<file path="config.mk">
export PLATFORM = sky130hd
export DESIGN_NAME = dma_mac
export DESIGN_NICKNAME = d
export VERILOG_FILES = /design/src/core/dma_pkg.sv /design/src/core/dma_mac.sv
export SDC_FILE = /design/constraint.sdc
export NUM_CORES = 2
export LEC_CHECK = 0
export BUFFER_PORTS_ARGS = -buffer_cell sky130_fd_sc_hd__buf_2
export CELL_PAD_IN_SITES_DETAIL_PLACEMENT = 1
export CELL_PAD_IN_SITES_GLOBAL_PLACEMENT = 2
export CORE_ASPECT_RATIO = 0.75
export CORE_MARGIN = 3
export CORE_UTILIZATION = 41
export DETAILED_ROUTE_END_ITERATION = 10
export MAX_ROUTING_LAYER = met4
export PLACE_DENSITY = 0.91
export REMOVE_ABC_BUFFERS = 1
export SYNTH_ARGS = -nofsm -noshare
export SYNTH_HDL_FRONTEND = slang
export SYNTH_SLANG_ARGS = --single-unit
</file>
<file path="constraint.sdc">
create_clock -name clk -period 8.82 [get_ports clk]
set_input_delay 1.323 -clock clk [delete_from_list [all_inputs] [get_ports clk]]
set_output_delay 1.323 -clock clk [all_outputs]
set_load 0.02 [all_outputs]
</file>
<file path="src/core/dma_pkg.sv">
// package for the multiply-accumulate datapath: widths, modes, control bit positions, carriers
// assumes a single core clock and an instruction decoder that drives one operation per cycle
// Contract
// - 17x17 multiplier, fractional 1.31 or integer product
// - unsigned operands zero-fill seventeenth bit
// - signed operands sign-fill seventeenth bit
// - integer operands are 16-bit two's complement
// - fractional operands Q15, product 1.31
// - same multiplier serves general multiply instructions
// - byte multiply gives 16 bits, word 32
// - 40-bit adder, accumulator A or B
// - add and load data optionally barrel shifted
// - one input zeroable, other true or complemented
// - add carry active high, subtract borrow low
// - detect overflow out of bit 39
// - flag guard bits 32-39 not identical
// - overflow and saturation flags latched in status
// - saturation uses result, flags, control bits 7:6,4
// - saturation flag on bit 31 or 39 saturation
// - combined overflow and saturation flags are ORs
// - guard flag rewritten on every adder pass
// - guard flag with trap enable raises warning
package dma_pkg;
   localparam int ACC_W        = 40;
   localparam int PROD_W       = 32;
   localparam int OPND_W       = 16;
   localparam int MULT_IN_W    = 17;
   localparam int SHIFT_W      = 6;
   localparam int CTL_SAT_A    = 7;
   localparam int CTL_SAT_B    = 6;
   localparam int CTL_SAT_WIDE = 4;
   localparam int GUARD_LO     = 32;
   localparam int NARROW_MSB   = 31;
   localparam int BYTE_W       = 8;
   localparam logic [ACC_W-1:0] SAT_POS_WIDE   = 40'h7F_FFFF_FFFF;
   localparam logic [ACC_W-1:0] SAT_NEG_WIDE   = 40'h80_0000_0000;
   localparam logic [ACC_W-1:0] SAT_POS_NARROW = 40'h00_7FFF_FFFF;
   localparam logic [ACC_W-1:0] SAT_NEG_NARROW = 40'hFF_8000_0000;
   localparam logic [ACC_W-1:0] ACC_RESET = 40'h00_0000_0000;

   typedef enum logic [2:0] {
      DMA_OP_NOP, DMA_OP_MAC, DMA_OP_MSC, DMA_OP_MPY, DMA_OP_ADD, DMA_OP_SUB, DMA_OP_LOAD, DMA_OP_GMUL
   } dma_op_t;

   typedef struct packed {
      dma_op_t               op;
      logic                  acc_sel;     // 0 selects A, 1 selects B
      logic                  a_signed;
      logic                  b_signed;
      logic                  frac_mode;
      logic                  byte_mode;   // general multiply on byte operands
      logic [OPND_W-1:0]     opnd_a;
      logic [OPND_W-1:0]     opnd_b;
      logic [ACC_W-1:0]      data_in;     // add/sub/load data, barrel shifted by shift before the adder
      logic signed [SHIFT_W-1:0] shift;   // positive shifts right, negative left
   } dma_req_t;

   typedef struct packed {
      logic acc_a_guard_overflow;
      logic acc_b_guard_overflow;
      logic acc_a_saturated;
      logic acc_b_saturated;
      logic either_guard_overflow;
      logic either_saturated;
      logic acc_a_catastrophic;
      logic acc_b_catastrophic;
   } dma_status_t;
endpackage

</file>
<file path="src/core/dma_mac.sv">
// multiply-accumulate datapath: multiplier, 40-bit adder/subtracter, two accumulators, saturation
// assumes the decoder presents one request per cycle with req_valid; status feeds the core status register
`timescale 1ns/1ps
module dma_mac
   import dma_pkg::*;
#(
   parameter int OPERAND_WIDTH = OPND_W,   // operand extension is built for 16-bit operands only
   parameter int ACCUM_WIDTH   = ACC_W     // clamps and guard slices assume 8 guard bits over 32
)
(
   input  wire logic              clk,
   input  wire logic              reset,
   input  wire logic              req_valid,
   input  wire dma_req_t          req,
   input  wire logic [7:0]        core_control_reg,
   input  wire logic              trap_enable_a,
   input  wire logic              trap_enable_b,
   input  wire logic              sat_clear,
   output logic [ACC_W-1:0]       accumulator_a,
   output logic [ACC_W-1:0]       accumulator_b,
   output logic [PROD_W-1:0]      gmul_result,
   output logic                   gmul_valid,
   output dma_status_t            status,
   output logic                   arith_warning_trap
);
   // accumulator state
   logic [ACC_W-1:0]              acc_a_reg;
   logic [ACC_W-1:0]              acc_a_next;
   logic [ACC_W-1:0]              acc_b_reg;
   logic [ACC_W-1:0]              acc_b_next;

   // general multiply result and its one-cycle strobe
   logic [PROD_W-1:0]             gmul_reg;
   logic [PROD_W-1:0]             gmul_next;
   logic                          gvld_reg;
   logic                          gvld_next;

   // warning trap and status flags
   logic                          trap_reg;
   logic                          trap_next;
   dma_status_t                   stat_reg;
   dma_status_t                   stat_next;

   // multiplier
   logic                          byte_op;
   logic signed [MULT_IN_W-1:0]   m_a;
   logic signed [MULT_IN_W-1:0]   m_b;
   logic signed [2*MULT_IN_W-1:0] m_full;
   logic [PROD_W-1:0]             product;
   logic [ACC_W-1:0]              prod_ext;

   // operand selection
   logic [ACC_W-1:0]              shifted;
   logic [ACC_W-1:0]              src;
   logic [ACC_W-1:0]              addend;
   logic                          use_zero;
   logic                          subtract;
   logic                          is_adder;

   // adder/subtracter
   logic [ACC_W-1:0]              left_in;
   logic [ACC_W-1:0]              right_in;
   logic                          carry_in;
   logic [ACC_W:0]                sum41;
   logic [ACC_W-1:0]              sum41_lo;

   // overflow detection
   logic                          true_sign;
   logic                          ovf39;
   logic                          guard_ovf;
   logic                          ovf31;

   // saturation
   logic                          sat_en;
   logic                          wide;
   logic                          do_sat;
   logic [ACC_W-1:0]              clamp;
   logic [ACC_W-1:0]              result;

   // the extension, clamp values and guard slices are fixed to these widths
   if (OPERAND_WIDTH != OPND_W || ACCUM_WIDTH != ACC_W) begin : g_width_check
      $error("dma_mac supports only 16-bit operands and a 40-bit accumulator");
   end

   // arithmetic shift right for positive counts, left for negative counts
   function automatic logic [ACC_W-1:0] barrel(input logic [ACC_W-1:0] d, input logic signed [SHIFT_W-1:0] s);
      logic [5:0] mag;
      mag = s[SHIFT_W-1] ? 6'(-s) : 6'(s);
      if (s[SHIFT_W-1])
         barrel = d << mag;
      else
         barrel = ACC_W'($signed(d) >>> mag);
   endfunction

   // widens one operand into the seventeenth multiplier bit; byte operands extend from their bit 7
   function automatic logic [MULT_IN_W-1:0] ext17(input logic [OPND_W-1:0] v,
                                                  input logic              sgn,
                                                  input logic              byte_sel);
      logic top;
      top = byte_sel ? v[BYTE_W-1] : v[OPND_W-1];
      if (byte_sel)
         ext17 = {{(MULT_IN_W-BYTE_W){sgn & top}}, v[BYTE_W-1:0]};
      else
         ext17 = {sgn & top, v};
   endfunction

   // true when the bits from lo up to the top are not all equal
   function automatic logic bits_mixed(input logic [ACC_W-1:0] v, input int lo);
      logic ones;
      logic zeros;
      ones  = 1'b1;
      zeros = 1'b1;
      for (int i = 0; i < ACC_W; i++) begin
         if (i >= lo) begin
            ones  = ones & v[i];
            zeros = zeros & ~v[i];
         end
      end
      bits_mixed = !(ones | zeros);
   endfunction

   // extreme value of the selected saturation width
   function automatic logic [ACC_W-1:0] clamp_value(input logic wide_mode, input logic negative);
      if (wide_mode)
         clamp_value = negative ? SAT_NEG_WIDE : SAT_POS_WIDE;
      else
         clamp_value = negative ? SAT_NEG_NARROW : SAT_POS_NARROW;
   endfunction

   // multiplier: one 17x17 array serves every mode, the extension alone picks the sign handling
   always_comb begin
      byte_op = req.byte_mode && (req.op == DMA_OP_GMUL);
      m_a     = ext17(req.opnd_a, req.a_signed, byte_op);
      m_b     = ext17(req.opnd_b, req.b_signed, byte_op);
      m_full  = m_a * m_b;
      // Q15 times Q15 carries two sign bits; one left shift lands the product in 1.31
      if (req.frac_mode)
         product = {m_full[PROD_W-2:0], 1'b0};
      else
         product = m_full[PROD_W-1:0];
      prod_ext = {{(ACC_W-PROD_W){product[PROD_W-1]}}, product};
   end

   // operand selection per operation
   always_comb begin
      shifted  = barrel(req.data_in, req.shift);
      src      = req.acc_sel ? acc_b_reg : acc_a_reg;
      use_zero = 1'b0;
      subtract = 1'b0;
      is_adder = 1'b1;
      addend   = prod_ext;
      case (req.op)
         DMA_OP_MAC: begin
            addend = prod_ext;
         end
         DMA_OP_MSC: begin
            addend   = prod_ext;
            subtract = 1'b1;
         end
         DMA_OP_MPY: begin
            addend   = prod_ext;
            use_zero = 1'b1;
         end
         DMA_OP_ADD: begin
            addend = shifted;
         end
         DMA_OP_SUB: begin
            addend   = shifted;
            subtract = 1'b1;
         end
         DMA_OP_LOAD: begin
            addend   = shifted;
            use_zero = 1'b1;
         end
         default: begin
            is_adder = 1'b0;
         end
      endcase
   end

   // adder/subtracter: subtract feeds inverted data with the borrow-low carry held at one
   always_comb begin
      left_in  = use_zero ? {ACC_W{1'b0}} : src;
      right_in = subtract ? ~addend : addend;
      carry_in = subtract;
      sum41    = {1'b0, left_in} + {1'b0, right_in} + {{ACC_W{1'b0}}, carry_in};
      sum41_lo = sum41[ACC_W-1:0];
   end

   // overflow: the sign of the exact result is both input sign bits XOR bit 40 of the widened sum
   always_comb begin
      true_sign = left_in[ACC_W-1] ^ right_in[ACC_W-1] ^ sum41[ACC_W];
      ovf39     = (left_in[ACC_W-1] == right_in[ACC_W-1])
                  && (sum41_lo[ACC_W-1] != left_in[ACC_W-1]);
      guard_ovf = ovf39 || bits_mixed(sum41_lo, GUARD_LO);
      // bit 31 no longer holds the sign once bits 31 up to 39 disagree
      ovf31     = ovf39 || bits_mixed(sum41_lo, NARROW_MSB);
   end

   // saturation: narrow mode clamps on a bit 31 overflow, wide mode only when bit 39 is lost
   always_comb begin
      sat_en = req.acc_sel ? core_control_reg[CTL_SAT_B] : core_control_reg[CTL_SAT_A];
      wide   = core_control_reg[CTL_SAT_WIDE];
      do_sat = is_adder && sat_en && (wide ? ovf39 : ovf31);
      clamp  = clamp_value(wide, true_sign);
      result = do_sat ? clamp : sum41_lo;
   end

   always_comb begin
      acc_a_next = acc_a_reg;
      acc_b_next = acc_b_reg;
      stat_next  = stat_reg;
      gmul_next  = gmul_reg;
      gvld_next  = 1'b0;
      trap_next  = 1'b0;
      if (sat_clear) begin
         stat_next.acc_a_saturated = 1'b0;
         stat_next.acc_b_saturated = 1'b0;
      end
      if (req_valid && req.op == DMA_OP_GMUL) begin
         // byte operands give a 16-bit result with upper half cleared
         gmul_next = req.byte_mode ? {16'h0000, m_full[15:0]} : m_full[PROD_W-1:0];
         gvld_next = 1'b1;
      end
      if (req_valid && is_adder) begin
         if (req.acc_sel) begin
            acc_b_next = result;
            stat_next.acc_b_guard_overflow = guard_ovf;
            stat_next.acc_b_catastrophic = ovf39;
            if (do_sat)
               stat_next.acc_b_saturated = 1'b1;
         end else begin
            acc_a_next = result;
            stat_next.acc_a_guard_overflow = guard_ovf;
            stat_next.acc_a_catastrophic = ovf39;
            if (do_sat)
               stat_next.acc_a_saturated = 1'b1;
         end
      end
      stat_next.either_guard_overflow = stat_next.acc_a_guard_overflow | stat_next.acc_b_guard_overflow;
      stat_next.either_saturated = stat_next.acc_a_saturated | stat_next.acc_b_saturated;
      trap_next = (stat_next.acc_a_guard_overflow & trap_enable_a)
                | (stat_next.acc_b_guard_overflow & trap_enable_b);
   end

   always_ff @(posedge clk or posedge reset) begin
      if (reset) begin
         acc_a_reg <= ACC_RESET;
         acc_b_reg <= ACC_RESET;
         gmul_reg  <= '0;
         gvld_reg  <= 1'b0;
         trap_reg  <= 1'b0;
         stat_reg  <= '0;
      end else begin
         acc_a_reg <= acc_a_next;
         acc_b_reg <= acc_b_next;
         gmul_reg  <= gmul_next;
         gvld_reg  <= gvld_next;
         trap_reg  <= trap_next;
         stat_reg  <= stat_next;
      end
   end

   assign accumulator_a      = acc_a_reg;
   assign accumulator_b      = acc_b_reg;
   assign gmul_result        = gmul_reg;
   assign gmul_valid         = gvld_reg;
   assign status             = stat_reg;
   assign arith_warning_trap = trap_reg;
endmodule // dma_mac

</file>
==> metrics.yaml <==
floorplan:
  boundaryPins: 222
  die_area_um2: 60000
  die-height_um: 213
  core.rowCount: 75
  core_region_area_um2: 56200
  dieWidth_um: 282
  initial_standard_cell_utilization_of_the_core_pct: 41.7
route:
  first_iteration_detailed_routing_drc_count: 2722
  finalWirelength_um: 115000
  drc: 0
  drt-vias-per-instance: 6.25
  drt_first_pass_iters: 8
  route.vias.total: 26102
  post_drt_wl_per_cell_um: 27.5
  ant_nets: 0
layout:
  multi_input_area_um2: 20000
  number_of_nets_in_the_final_layout: 3931
  layout-drive-gt1-share_pct: 31.9
  final_cells: 4177
  ff_latch_area_um2: 3050
  post-route-cell-area_um2: 31400
  syn_to_final_growth_pct: 34.0
  fillerInstances: 6517
critical_path:
  cp_slowest_cell: "sky130_fd_sc_hd__fa_1"
  timing.critical_path.depth: 50
  endpoint: "accumulator_b[29]"
  crit_buf_inv: 14
  worst-path-max-fanout: 9
  required_ns: 9.16
  crit_path_frequent_cell: "sky130_fd_sc_hd__buf_4"
  worst_r2r_path_depth: 29
  setup.worst_path.end_class: "flip-flop"
  internal_reg_to_reg_setup_slack_ns: 1.73
  crit_path_start: "req[83]"
  origin_of_the_critical_flop_to_flop_path: "accumulator_b[0]"
  worstSetupStartpointType: "input pin"
  cp_data_arrival_time_ns: 13.07
  max_stage_delay_ns: 0.56
  critPathKind: "in2reg"
  worst_path_dominant_cell_family: "adder cells"
  reg2reg_to: "accumulator_b[29]"
clock_tree:
  tritoncts: "yes"
  root_buffer: "sky130_fd_sc_hd__clkbuf_16"
  clock_sink_count: 122
  holdBufCountCts: 0
  cts-htree-levels: 4
  cts-buffers-inserted: 17
  cts.reportedPaths.clkPinSlew_ns: 0.06
  latest_clock_arrival_within_the_worst_skew_pair_ns: 0.45
  cts.path.max_buffers: 2
synthesis:
  yosysWarnings: 0
  synthesis.instances: 2810
  yosysUniqueCellTypes: 84
  ys_ff_latch: 122
  synth_edf_count: 0
  synth-async-reset-ratio_pct: 100
  synth_sequential_area_ratio_pct: 13.0
  synth_area_leader_cell: "sky130_fd_sc_hd__fa_1"
  top_area_cells_in_the_synthesized_netlist: "sky130_fd_sc_hd__fa_1 24%, sky130_fd_sc_hd__dfrtp_1 13%, sky130_fd_sc_hd__mux2i_1 8.8%"
  postSynthAreaPerCell_um2: 8.33
  synth-main-ff-cell: "sky130_fd_sc_hd__dfrtp_1"
  post-synth-top-area-fraction_pct: 24.2
  synthesis.area_um2: 23400
timing:
  finalWorstPathRequiredPeriod_ns: 12.72
  slew_viol_final: 0
  period_share_pct: 144
  worstMarginPinSlew_ns: 1.26
  worst_slack_ns: -3.90
  rsz0062_at_grt: "true"
  report.final.setup_viol: 89
  hold_viol: 0
  fmax_ghz: 0.0786
  clock-skew-final_ns: 0.0145
  timing.slew.headroom_pct: 16.2
global_route:
  first_global_vias: 28371
  total_track_usage_pct: 37.5
  initial_antenna_violation_count: 12
  global_route.overflow_total: 0
  grt_max_degree: 76
  global_route_wire_length_before_repair_um: 168000
place:
  finalWeightedCongestion: 1.12
  placed_area_um2: 28500
  place.port_buffers: 216
  cell_count_after_placement: 4064
  detailed_place_hpwl_um: 78900
worst_hold_path:
  min_delay_path_depth: 2
  hold_class: "reg2reg"
job:
  drv.max_cap_violation_count: 0
run_status:
  outcome: "finished with violations"
  violations_in_the_final_reports: "setup timing"
==> registers in the layout, summed over array words and instances (netlist names) <==
register	flops
accumulator_a	40
accumulator_b	40
arith_warning_trap	1
gmul_result	32
gmul_valid	1
status	8
==> worst min-delay path by stage <==
stage | startpoint | endpoint
2_1_floorplan | status[1] | status[1]
3_3_place_gp | gmul_result[6] | gmul_result[6]
3_5_place_dp | gmul_result[14] | gmul_result[14]
4_1_cts | gmul_result[14] | gmul_result[14]
5_1_grt | gmul_result[14] | gmul_result[14]
6_report | gmul_result[14] | gmul_result[14]
==> cells in the mapped netlist, types with 27 or more instances <==
master / instances
sky130_fd_sc_hd__clkbuf_1: 120
sky130_fd_sc_hd__nor2_1: 265
sky130_fd_sc_hd__nand3_1: 59
sky130_fd_sc_hd__dfrtp_1: 122
sky130_fd_sc_hd__ha_1: 123
sky130_fd_sc_hd__o211ai_1: 27
sky130_fd_sc_hd__buf_1: 27
sky130_fd_sc_hd__o21ai_0: 142
sky130_fd_sc_hd__mux2i_1: 205
sky130_fd_sc_hd__inv_1: 317
sky130_fd_sc_hd__xnor2_1: 81
sky130_fd_sc_hd__and2_1: 116
sky130_fd_sc_hd__nand2_1: 283
sky130_fd_sc_hd__a21o_1: 29
sky130_fd_sc_hd__fa_1: 283
sky130_fd_sc_hd__xor2_1: 37
sky130_fd_sc_hd__a21oi_1: 213
sky130_fd_sc_hd__nor3_1: 40
==> stage by stage <==
stage	hold WS [ns]	setup TNS (ns)	util, %	worst slack [ns]
finish	0.485	-329.30	55.8	-3.90
global route	0.516	-345.39	55.8	-4.09
CTS	0.482	-240.60	55.1	-2.81
detailed placement	0.470	-333.62	50.8	-3.83
global placement	0.467	-304.39	50.8	-3.48
floorplan	0.587	-349.20	-	-4.07
==> worst min-delay path, cell delays in order (launching register included) <==
cell and delay, ns:
sky130_fd_sc_hd__dfrtp_1 0.34, sky130_fd_sc_hd__nand2_1 0.05, sky130_fd_sc_hd__o21ai_0 0.06
==> cells in the final DEF, fill, tap and decap left out, drive strengths merged, types with 5 or more instances in the layout <==
cell / instances
a211o: 5
a211oi: 18
a21o: 29
a21oi: 214
a221o: 12
a221oi: 7
a22o: 15
a31o: 5
a31oi: 16
and2: 117
and3: 19
buf: 757
clkbuf: 22
clkinv: 5
dfrtp: 122
diode: 10
fa: 283
ha: 123
inv: 319
mux2: 24
mux2i: 205
mux4: 18
nand2: 283
nand2b: 25
nand3: 59
nor2: 265
nor2b: 8
nor3: 45
o211ai: 28
o21a: 5
o21ai: 144
o21bai: 13
o221ai: 12
o22ai: 7
o31ai: 5
or2: 11
or3: 16
xnor2: 81
xor2: 38
==> layout make-up <==
cell class | count | area share (%)
multi-input combinational | 2207 | 63.6
sequential | 122 | 9.73
antenna | 10 | 0.0797
clock buffer | 21 | 1.47
clock inverter | 9 | 0.391
tap | 731 | 2.91
inverter | 319 | 3.82
timing repair buffer | 758 | 18.0
==> routing by layer <==
layer	vias to the layer above	GRT usage [%]	part of all wire [%]
met4	0	18.9	6.6
met2	1719	59.3	45
met5	-	-	0
met3	609	8.91	9.8
li1	10630	-	-
met1	13144	45.0	38
==> what timing repair did <==
action,4_1_cts,5_1_grt
pin swaps,119,94
gates resized for setup,273,99
setup endpoints to repair,89,89
gates cloned,9,1
buffers inserted,50,25
==> kinds of logic (layout without fill, tap and decap cells) <==
group	Yosys count	count (layout)	synth area share (%)
adder cells (fa/ha/maj)	406	406	30.8
AO/OA/AOI/OAI	560	560	14.7
AND/OR/NAND/NOR	875	875	17.5
flip-flops	122	122	13.0
other	0	10	0
multiplexers	247	247	11.6
buffers and inverters	481	1107	7.89
XOR/XNOR	119	119	4.48
Power is not shown: default switching activity piles up to over one toggle a cycle in this logic, so the estimate is an artifact.
